[src/logic/aer_map.svh]
`ifndef AER_MAP_SVH
`define AER_MAP_SVH

`define AER_OFS_HEADER 12'h100
`define AER_OFS_STATUS 12'h104
`define AER_OFS_MASK 12'h108

`define AER_CAP_ID 16'h0001
`define AER_CAP_VER 4'h1
`define AER_CAP_NEXT 12'h140

`define AER_IMPL 32'h003F_F031
`define AER_SDOWN_MASK 32'h0000_0020
`define AER_STATUS_RESET 32'h0000_0000
`define AER_MASK_RESET 32'h0000_0000

`define AER_B_TRAIN 0
`define AER_B_DLP 4
`define AER_B_SDOWN 5
`define AER_B_POISON 12
`define AER_B_FCP 13
`define AER_B_CTO 14
`define AER_B_CA 15
`define AER_B_UC 16
`define AER_B_RXOVF 17
`define AER_B_MALF 18
`define AER_B_ECRC 19
`define AER_B_UR 20
`define AER_B_ACS 21

`endif

[src/logic/aer_pkg.sv]
package aer_pkg;

  typedef enum logic [1:0] {
    BUS_IDLE = 2'b01,
    BUS_DONE = 2'b10
  } bus_state_t;

  typedef struct packed {
    bus_state_t st;
    logic [31:0] rdata;
  } slave_state_t;

  typedef struct packed {
    logic [31:0] status;
    logic [31:0] mask;
    logic ds_meta;
    logic ds_q;
  } sticky_state_t;

  typedef struct packed {
    logic hdr_log;
    logic err_msg;
    logic [31:0] bits;
  } report_state_t;

endpackage

[src/logic/aer_bus_if.sv]
`timescale 1ns/1ps

interface aer_bus_if #(
  parameter int ADDR_W = 12
);
  logic [ADDR_W-1:0] addr;
  logic [31:0] wdata;
  logic [3:0] be;
  logic wr;
  logic [31:0] rdata;

  modport slave (output addr, output wdata, output be, output wr, input rdata);
  modport regs (input addr, input wdata, input be, input wr, output rdata);
endinterface

[src/logic/aer_avalon_slave.sv]
`timescale 1ns/1ps

module aer_avalon_slave #(
  parameter int ADDR_W = 12
) (
  input wire logic clk,
  input wire logic rst,
  input wire logic [ADDR_W-1:0] address,
  input wire logic read,
  input wire logic write,
  input wire logic [31:0] writedata,
  input wire logic [3:0] byteenable,
  output logic [31:0] readdata,
  output logic waitrequest,
  aer_bus_if.slave bus
);
  aer_pkg::slave_state_t q;
  aer_pkg::slave_state_t d;

  // one wait cycle; read data captured while waitrequest is high
  always_comb
  begin
    d = q;
    unique case (q.st)
      aer_pkg::BUS_IDLE:
      begin
        if (read || write)
        begin
          d.st = aer_pkg::BUS_DONE;
        end
        if (read)
        begin
          d.rdata = bus.rdata;
        end
      end
      aer_pkg::BUS_DONE:
      begin
        d.st = aer_pkg::BUS_IDLE;
      end
      default:
      begin
        d.st = aer_pkg::BUS_IDLE;
      end
    endcase
  end

  always_ff @(posedge clk or posedge rst)
  begin
    if (rst)
    begin
      q <= '{st: aer_pkg::BUS_IDLE, rdata: 32'h0000_0000};
    end
    else
    begin
      q <= d;
    end
  end

  assign waitrequest = (read || write) && (q.st != aer_pkg::BUS_DONE);
  assign readdata = q.rdata;
  assign bus.addr = address;
  assign bus.wdata = writedata;
  assign bus.be = byteenable;
  assign bus.wr = write && (q.st == aer_pkg::BUS_DONE);

endmodule // aer_avalon_slave

[src/logic/aer_err_report.sv]
`timescale 1ns/1ps
`include "aer_map.svh"

module aer_err_report (
  input wire logic clk,
  input wire logic rst,
  input wire logic [31:0] events,
  input wire logic [31:0] mask,
  input wire logic downstream,
  output logic hdr_log_req,
  output logic err_msg_req,
  output logic [31:0] err_msg_bits
);
  aer_pkg::report_state_t q;
  aer_pkg::report_state_t d;
  logic [31:0] allow;

  // masked errors never reach the header log or the message path
  always_comb
  begin
    d = q;
    allow = downstream ? `AER_IMPL : (`AER_IMPL & ~`AER_SDOWN_MASK);
    d.bits = events & allow & ~mask;
    d.hdr_log = |d.bits;
    d.err_msg = |d.bits;
  end

  always_ff @(posedge clk or posedge rst)
  begin
    if (rst)
    begin
      q <= '{hdr_log: 1'b0, err_msg: 1'b0, bits: 32'h0000_0000};
    end
    else
    begin
      q <= d;
    end
  end

  assign hdr_log_req = q.hdr_log;
  assign err_msg_req = q.err_msg;
  assign err_msg_bits = q.bits;

endmodule // aer_err_report

[src/logic/aer_regs.sv]
// Operation
// - capability header bits 15:0 read 0001h, writes ignored
// - capability version bits 19:16 read-only value 1h
// - next capability pointer bits 31:20 read-only 140h
// - status bit 0 sets on training error, sticky, write-one-clear
// - status bit 4 sets on data link protocol error, sticky, W1C
// - status bit 5 surprise down, downstream ports only, sticky, W1C
// - status bit 12 sets on poisoned packet received or generated
// - status bit 13 sets on flow control protocol error
// - status bit 14 sets on completion timeout
// - status bit 15 sets on completer abort
// - status bit 16 sets on unexpected completion
// - status bit 17 sets on receiver overflow
// - status bit 18 sets on malformed packet
// - status bit 19 sets on end-to-end CRC error
// - status bit 20 sets on unsupported request
// - status bit 21 sets on access control violation
// - mask bits sticky RW; set mask blocks header log and message
// - surprise down mask applies only on downstream ports
`timescale 1ns/1ps
`include "aer_map.svh"

module aer_regs #(
  parameter int ADDR_W = 12
) (
  input wire logic CLK_SYS,
  input wire logic RST,
  input wire logic PWR_ON_RST,
  input wire logic DOWNSTREAM_PORT,
  input wire logic [21:0] UNCORR_ERR_EVENT,
  input wire logic [ADDR_W-1:0] AVS_ADDRESS,
  input wire logic AVS_READ,
  input wire logic AVS_WRITE,
  input wire logic [31:0] AVS_WRITEDATA,
  input wire logic [3:0] AVS_BYTEENABLE,
  output logic [31:0] AVS_READDATA,
  output logic AVS_WAITREQUEST,
  output logic HDR_LOG_REQ,
  output logic ERR_MSG_REQ,
  output logic [31:0] ERR_MSG_BITS
);

  generate
    if (ADDR_W < 12)
    begin : g_addr_check
      $error("ADDR_W must cover the 4 KB configuration space");
    end
  endgenerate

  aer_bus_if #(.ADDR_W(ADDR_W)) bus ();

  aer_pkg::sticky_state_t q;
  aer_pkg::sticky_state_t d;
  logic [31:0] ev;
  logic [31:0] ds_allow;
  logic [31:0] bmask;
  logic [31:0] clr_vec;
  logic wr_status;
  logic wr_mask;

  function automatic logic [31:0] lane_mask(input logic [3:0] be);
    logic [31:0] m;
    m = 32'h0000_0000;
    for (int i = 0; i < 4; i++)
    begin
      m[i*8 +: 8] = {8{be[i]}};
    end
    return m;
  endfunction

  function automatic logic hit(input logic [ADDR_W-1:0] a, input logic [11:0] ofs);
    return a == ADDR_W'(ofs);
  endfunction

  aer_avalon_slave #(.ADDR_W(ADDR_W)) u_slave (
    .clk(CLK_SYS),
    .rst(RST),
    .address(AVS_ADDRESS),
    .read(AVS_READ),
    .write(AVS_WRITE),
    .writedata(AVS_WRITEDATA),
    .byteenable(AVS_BYTEENABLE),
    .readdata(AVS_READDATA),
    .waitrequest(AVS_WAITREQUEST),
    .bus(bus.slave)
  );

  aer_err_report u_report (
    .clk(CLK_SYS),
    .rst(RST),
    .events(ev),
    .mask(q.mask),
    .downstream(q.ds_q),
    .hdr_log_req(HDR_LOG_REQ),
    .err_msg_req(ERR_MSG_REQ),
    .err_msg_bits(ERR_MSG_BITS)
  );

  // surprise down exists only on a downstream port
  assign ds_allow = q.ds_q ? 32'hFFFF_FFFF : ~`AER_SDOWN_MASK;
  assign ev = {10'h000, UNCORR_ERR_EVENT} & `AER_IMPL & ds_allow;
  assign bmask = lane_mask(bus.be);
  assign wr_status = bus.wr && hit(bus.addr, `AER_OFS_STATUS);
  assign wr_mask = bus.wr && hit(bus.addr, `AER_OFS_MASK);
  assign clr_vec = wr_status ? (bus.wdata & bmask) : 32'h0000_0000;

  always_comb
  begin
    d = q;
    d.ds_meta = DOWNSTREAM_PORT;
    d.ds_q = q.ds_meta;
    // a new event wins over a clear in the same cycle; mask not consulted
    d.status = (q.status & ~clr_vec) | ev;
    d.status = d.status & `AER_IMPL;
    if (wr_mask)
    begin
      d.mask = (q.mask & ~bmask) | (bus.wdata & bmask);
    end
    d.mask = d.mask & `AER_IMPL & ds_allow;
    d.status = d.status & ds_allow;
  end

  // sticky state answers only to power-on reset
  always_ff @(posedge CLK_SYS or posedge PWR_ON_RST)
  begin
    if (PWR_ON_RST)
    begin
      q <= '{status: `AER_STATUS_RESET, mask: `AER_MASK_RESET,
             ds_meta: 1'b0, ds_q: 1'b0};
    end
    else
    begin
      q <= d;
    end
  end

  always_comb
  begin
    bus.rdata = 32'h0000_0000;
    if (hit(bus.addr, `AER_OFS_HEADER))
    begin
      bus.rdata = {`AER_CAP_NEXT, `AER_CAP_VER, `AER_CAP_ID};
    end
    else if (hit(bus.addr, `AER_OFS_STATUS))
    begin
      bus.rdata = q.status;
    end
    else if (hit(bus.addr, `AER_OFS_MASK))
    begin
      bus.rdata = q.mask;
    end
  end

  a_hdr_id_read: assert property (
    @(posedge CLK_SYS) disable iff (PWR_ON_RST || RST)
    AVS_READ && !AVS_WAITREQUEST && hit(AVS_ADDRESS, `AER_OFS_HEADER)
    |-> AVS_READDATA[15:0] == `AER_CAP_ID)
    else $error("capability id wrong");

  a_hdr_ver_read: assert property (
    @(posedge CLK_SYS) disable iff (PWR_ON_RST || RST)
    AVS_READ && !AVS_WAITREQUEST && hit(AVS_ADDRESS, `AER_OFS_HEADER)
    |-> AVS_READDATA[19:16] == `AER_CAP_VER)
    else $error("capability version wrong");

  a_hdr_next_read: assert property (
    @(posedge CLK_SYS) disable iff (PWR_ON_RST || RST)
    AVS_READ && !AVS_WAITREQUEST && hit(AVS_ADDRESS, `AER_OFS_HEADER)
    |-> AVS_READDATA[31:20] == `AER_CAP_NEXT)
    else $error("next capability pointer wrong");

  a_train_set: assert property (
    @(posedge CLK_SYS) disable iff (PWR_ON_RST)
    ev[`AER_B_TRAIN] |=> q.status[`AER_B_TRAIN])
    else $error("training error not recorded");

  a_dlp_set: assert property (
    @(posedge CLK_SYS) disable iff (PWR_ON_RST)
    ev[`AER_B_DLP] |=> q.status[`AER_B_DLP])
    else $error("data link protocol error not recorded");

  a_sdown_set: assert property (
    @(posedge CLK_SYS) disable iff (PWR_ON_RST)
    UNCORR_ERR_EVENT[`AER_B_SDOWN] && q.ds_q && $past(q.ds_q)
    |=> q.status[`AER_B_SDOWN])
    else $error("surprise down not recorded");

  a_sdown_upstream: assert property (
    @(posedge CLK_SYS) disable iff (PWR_ON_RST)
    !q.ds_q |-> !q.status[`AER_B_SDOWN] || $past(q.ds_q))
    else $error("surprise down set on upstream port");

  a_poison_set: assert property (
    @(posedge CLK_SYS) disable iff (PWR_ON_RST)
    ev[`AER_B_POISON] |=> q.status[`AER_B_POISON])
    else $error("poisoned packet not recorded");

  a_fcp_set: assert property (
    @(posedge CLK_SYS) disable iff (PWR_ON_RST)
    ev[`AER_B_FCP] |=> q.status[`AER_B_FCP])
    else $error("flow control error not recorded");

  a_cto_set: assert property (
    @(posedge CLK_SYS) disable iff (PWR_ON_RST)
    ev[`AER_B_CTO] |=> q.status[`AER_B_CTO])
    else $error("completion timeout not recorded");

  a_ca_set: assert property (
    @(posedge CLK_SYS) disable iff (PWR_ON_RST)
    ev[`AER_B_CA] |=> q.status[`AER_B_CA])
    else $error("completer abort not recorded");

  a_uc_set: assert property (
    @(posedge CLK_SYS) disable iff (PWR_ON_RST)
    ev[`AER_B_UC] |=> q.status[`AER_B_UC])
    else $error("unexpected completion not recorded");

  a_rxovf_set: assert property (
    @(posedge CLK_SYS) disable iff (PWR_ON_RST)
    ev[`AER_B_RXOVF] |=> q.status[`AER_B_RXOVF])
    else $error("receiver overflow not recorded");

  a_malf_set: assert property (
    @(posedge CLK_SYS) disable iff (PWR_ON_RST)
    ev[`AER_B_MALF] |=> q.status[`AER_B_MALF])
    else $error("malformed packet not recorded");

  a_ecrc_set: assert property (
    @(posedge CLK_SYS) disable iff (PWR_ON_RST)
    ev[`AER_B_ECRC] |=> q.status[`AER_B_ECRC])
    else $error("crc error not recorded");

  a_ur_set: assert property (
    @(posedge CLK_SYS) disable iff (PWR_ON_RST)
    ev[`AER_B_UR] |=> q.status[`AER_B_UR])
    else $error("unsupported request not recorded");

  a_acs_set: assert property (
    @(posedge CLK_SYS) disable iff (PWR_ON_RST)
    ev[`AER_B_ACS] |=> q.status[`AER_B_ACS])
    else $error("access violation not recorded");

  a_status_w1c: assert property (
    @(posedge CLK_SYS) disable iff (PWR_ON_RST)
    wr_status && ev == 32'h0000_0000
    |=> (q.status & $past(clr_vec)) == 32'h0000_0000)
    else $error("write-one did not clear status");

  a_status_hold: assert property (
    @(posedge CLK_SYS) disable iff (PWR_ON_RST)
    !wr_status && ev == 32'h0000_0000 && $stable(q.ds_q) |=> $stable(q.status))
    else $error("status bit changed without cause");

  a_mask_write: assert property (
    @(posedge CLK_SYS) disable iff (PWR_ON_RST)
    wr_mask && bus.be == 4'hF && q.ds_q && $past(q.ds_q)
    |=> q.mask == ($past(bus.wdata) & `AER_IMPL))
    else $error("mask write not stored");

  a_mask_blocks: assert property (
    @(posedge CLK_SYS) disable iff (PWR_ON_RST || RST)
    ev != 32'h0000_0000 && (ev & ~q.mask) == 32'h0000_0000
    |=> !HDR_LOG_REQ && !ERR_MSG_REQ)
    else $error("masked error was reported");

  a_unmasked_reports: assert property (
    @(posedge CLK_SYS) disable iff (PWR_ON_RST || RST)
    (ev & ~q.mask) != 32'h0000_0000 |=> HDR_LOG_REQ && ERR_MSG_REQ)
    else $error("unmasked error not reported");

  a_sdown_mask: assert property (
    @(posedge CLK_SYS) disable iff (PWR_ON_RST || RST)
    ev == `AER_SDOWN_MASK && q.mask[`AER_B_SDOWN] |=> !ERR_MSG_REQ)
    else $error("masked surprise down reported");

  a_rsvd_zero: assert property (
    @(posedge CLK_SYS) disable iff (PWR_ON_RST || RST)
    AVS_READ && !AVS_WAITREQUEST && !hit(AVS_ADDRESS, `AER_OFS_HEADER)
    |-> (AVS_READDATA & ~`AER_IMPL) == 32'h0000_0000)
    else $error("reserved bits read non-zero");

  a_sticky_reset: assert property (
    @(posedge CLK_SYS) disable iff (PWR_ON_RST)
    RST && ev == 32'h0000_0000 && $stable(q.ds_q) |=> $stable(q.status) && $stable(q.mask))
    else $error("sticky bits lost on port reset");

  a_masked_sets: assert property (
    @(posedge CLK_SYS) disable iff (PWR_ON_RST)
    (ev & q.mask) != 32'h0000_0000 |=> (q.status & $past(ev)) == $past(ev))
    else $error("masked error did not set status");

  a_read_status: assert property (
    @(posedge CLK_SYS) disable iff (PWR_ON_RST || RST)
    AVS_READ && !AVS_WAITREQUEST && hit(AVS_ADDRESS, `AER_OFS_STATUS)
    |-> AVS_READDATA == $past(q.status))
    else $error("status read data wrong");

  a_read_mask: assert property (
    @(posedge CLK_SYS) disable iff (PWR_ON_RST || RST)
    AVS_READ && !AVS_WAITREQUEST && hit(AVS_ADDRESS, `AER_OFS_MASK)
    |-> AVS_READDATA == $past(q.mask))
    else $error("mask read data wrong");

  a_wait_first: assert property (
    @(posedge CLK_SYS) disable iff (RST)
    (AVS_READ || AVS_WRITE) && !$past(AVS_READ || AVS_WRITE) |-> AVS_WAITREQUEST)
    else $error("new request not held off");

  a_wait_done: assert property (
    @(posedge CLK_SYS) disable iff (RST)
    (AVS_READ || AVS_WRITE) && AVS_WAITREQUEST |=> !AVS_WAITREQUEST)
    else $error("request not answered after one wait cycle");

  a_bits_idle: assert property (
    @(posedge CLK_SYS) disable iff (RST)
    !ERR_MSG_REQ |-> ERR_MSG_BITS == 32'h0000_0000)
    else $error("message bits without message");

  a_log_msg_pair: assert property (
    @(posedge CLK_SYS) disable iff (RST)
    HDR_LOG_REQ == ERR_MSG_REQ)
    else $error("header log and message disagree");

  a_w1c_keeps: assert property (
    @(posedge CLK_SYS) disable iff (PWR_ON_RST)
    wr_status && $stable(q.ds_q)
    |=> ($past(q.status) & ~$past(clr_vec) & ~q.status) == 32'h0000_0000)
    else $error("status bit cleared without a one written");

  a_sdown_no_bits: assert property (
    @(posedge CLK_SYS) disable iff (PWR_ON_RST || RST)
    !q.ds_q |=> !ERR_MSG_BITS[`AER_B_SDOWN])
    else $error("surprise down reported on upstream port");

  a_mask_rsvd: assert property (
    @(posedge CLK_SYS) disable iff (PWR_ON_RST)
    (q.mask & ~`AER_IMPL) == 32'h0000_0000)
    else $error("reserved mask bit set");

  a_status_rsvd: assert property (
    @(posedge CLK_SYS) disable iff (PWR_ON_RST)
    (q.status & ~`AER_IMPL) == 32'h0000_0000)
    else $error("reserved status bit set");

  a_ds_sync: assert property (
    @(posedge CLK_SYS) disable iff (PWR_ON_RST)
    q.ds_q == $past(q.ds_meta))
    else $error("port strap not passed through two stages");

endmodule // aer_regs

[config.mk]
export PLATFORM = sky130hd
export DESIGN_NAME = aer_regs
export DESIGN_NICKNAME = d
export VERILOG_FILES = /design/src/logic/aer_pkg.sv /design/src/logic/aer_bus_if.sv /design/src/logic/aer_avalon_slave.sv /design/src/logic/aer_err_report.sv /design/src/logic/aer_regs.sv
export VERILOG_INCLUDE_DIRS = /design/src /design/src/logic
export SDC_FILE = /design/constraint.sdc
export NUM_CORES = 1
export LEC_CHECK = 0
export ABC_CLOCK_PERIOD_IN_PS = 1600
export BUFFER_PORTS_ARGS = -buffer_cell sky130_fd_sc_hd__buf_2
export CAP_MARGIN = 10
export CORE_UTILIZATION = 40
export CTS_CLUSTER_SIZE = 12
export DETAILED_ROUTE_END_ITERATION = 6
export PLACE_DENSITY = 0.7
export SLEW_MARGIN = 20
export SYNTH_ARGS = -nofsm -noshare
export SYNTH_HDL_FRONTEND = slang
export SYNTH_HIERARCHICAL = 1
export SYNTH_SLANG_ARGS = --single-unit
[constraint.sdc]
create_clock -name CLK_SYS -period 1.6 [get_ports CLK_SYS]
set_input_delay 0.32 -clock CLK_SYS [delete_from_list [all_inputs] [get_ports CLK_SYS]]
set_output_delay 0.32 -clock CLK_SYS [all_outputs]
set_load 0.01 [all_outputs]
==> impl_metrics.yaml <==
clocking:
  clockBufferDepth: 2
  clk_latency_ns: 0.35
  htreeDepth: 3
  root_buffer: "clkbuf_8"
  cts_tree: "done"
  clk_pin_slew_ns: 0.09
  cts.sink_count: 76
  cts_made_buffers: 9
floorplan:
  start_util_pct: 41.1
  rows: 36
  die_h_um: 102
  dieArea_um2: 10500
  io_pins: 143
  die_w_um: 102
  fp.coreArea_um2: 9770
sta:
  worst_slack_ns: -0.0109
  fin_crit_sh_pct: 101
  worstMarginPinSlew_ns: 0.912
  slew_headroom_pct: 39.1
  finalHoldViolCount: 0
  tns_ns: -0.0280
  rsz0062_at_grt: "true"
  min_period_ns: 1.61
  setup_violations: 3
  slew_violations: 0
  fin_worst_skew_ns: 0.0109
  max_freq_mhz: 621
place:
  dp_hpwl_um: 5760
  io_buffers: 94
  place_ws_ns: -0.439
  dp.cells: 527
  gp_congestion: 0.767
final_layout:
  antenna_cells: 0
  regArea_um2: 1900
  syn2layout_area_growth_pct: 15.3
  nets: 484
  multi_input_area_um2: 1570
  stdcell_count: 546
  drive_gt1_share_pct: 49.6
  finish.utilization_pct: 47.4
  fillers: 904
power:
  peakVddDrop_mv: 0.457
  p_total_mw: 5.53
  power_density_nw_per_um2: 1190
  p_leak_nw: 2.37
critical_path:
  endpoint_kind: "flop"
  r2r-start: "u_slave/q[32]"
  cp_max_fo: 6
  ff2ff_setup_slack_ns: 0.02
  crit_type: "in -> reg"
  arrival_ns: 1.84
  critical_path_required_ns: 1.83
  worstSetupStartpointType: "primary input"
  r2r_cells: 6
synthesis:
  syn_area_um2: 4020
  netlist_instances: 338
  ys.warnings.count: 6
  synth.avg_cell_area_um2: 11.9
global_route:
  track_usage_pct: 15.4
  grt_pass1_vias: 2418
  grt_pass1_wl_um: 11900
  grt_start_max_net_pins: 35
  grt_overflow_total: 0
  antenna_found_initial: 0
detailed_routing:
  post_drt_via_cell_ratio: 4.45
  drt-initial-drc-count: 68
  wl_per_cell_um: 14.2
  dr.pass1.iters: 4
  dr_total_vias: 2428
  drt_drc_violations_left: 0
  drtAntennaViolNets: 0
  drt-total-wl_um: 7730
run_status:
  outcome: "finished with violations"
  violations: "negative setup slack"
job:
  maxCapViolCount: 0
hold_path:
  hp-class: "in -> async"
==> per-stage QoR <==
stage          area, um2  hold WS, ns
2_1_floorplan       4200        0.209
6_report            4630       0.0199
4_1_cts             4620       0.0258
3_5_place_dp        4290        0.336
3_3_place_gp        4290        0.333
5_1_grt             4630       0.0467
==> layout make-up <==
type	instances	area share, %
flip-flops and latches	76	41.1
well taps	133	3.59
inverters	15	1.22
clock buffers	9	2.67
multi-input cells	189	33.9
repair buffers	117	14.9
clock inverters	7	2.67
==> cell usage in the layout, fill, tap and decap left out, drive strengths merged, types with 2 or more instances in the layout <==
cell type  instances
dfrtp             75
nor2b             14
a31oi              9
nor3               7
nand4b             6
nor2              25
inv               16
conb              36
buf              117
a21oi              7
nand3b             2
clkbuf             9
a22oi             11
nor4               8
clkinv             3
mux2              44
nand2              7
nand2b             2
bufinv             3
a21o               2
or3                2
==> routing by layer <==
metal / track usage (%) / up-vias / wire length [um]
met4: 7.36 / 0 / 165
met5: 0 / - / 0
li1: - / 1162 / -
met2: 25.5 / 91 / 3730
met3: 4.17 / 12 / 537
met1: 18.7 / 1163 / 3300
==> worst max-delay path, stage by stage <==
cell	delay (ns)
buf_6	0.09
or4_4	0.60
buf_6	0.16
nor4_4	0.19
buf_4	0.19
mux2_4	0.30
==> report_power, final <==
part / internal [mW] / leakage [nW] / switching (mW)
sequential: 2.19 / 0.916 / 0.127
combinational: 0.797 / 1.33 / 0.637
clock: 1.05 / 0.125 / 0.726
==> worst max-delay path by stage <==
stage,startpoint,endpoint,slack (ns),depth (start not counted)
final,AVS_ADDRESS[6],flop,-0.01,6
after global routing,u_slave/q[32],flop,-0.04,6
after CTS,u_slave/q[32],AVS_WAITREQUEST,-0.03,4
after detailed placement,AVS_ADDRESS[9],flop,-0.44,6
after global placement,AVS_ADDRESS[9],flop,-0.41,6
after floorplan,AVS_ADDRESS[6],u_slave/readdata[12],-0.38,8
==> repair_timing <==
item,in CTS,in global routing
hold buffers,0,0
setup endpoints to repair,16,29
buffers inserted,3,2
endpoints found under the hold margin,0,0
gates resized for setup,16,6
pin swaps,5,4
Note: power is estimated with default switching activity, not from simulation.
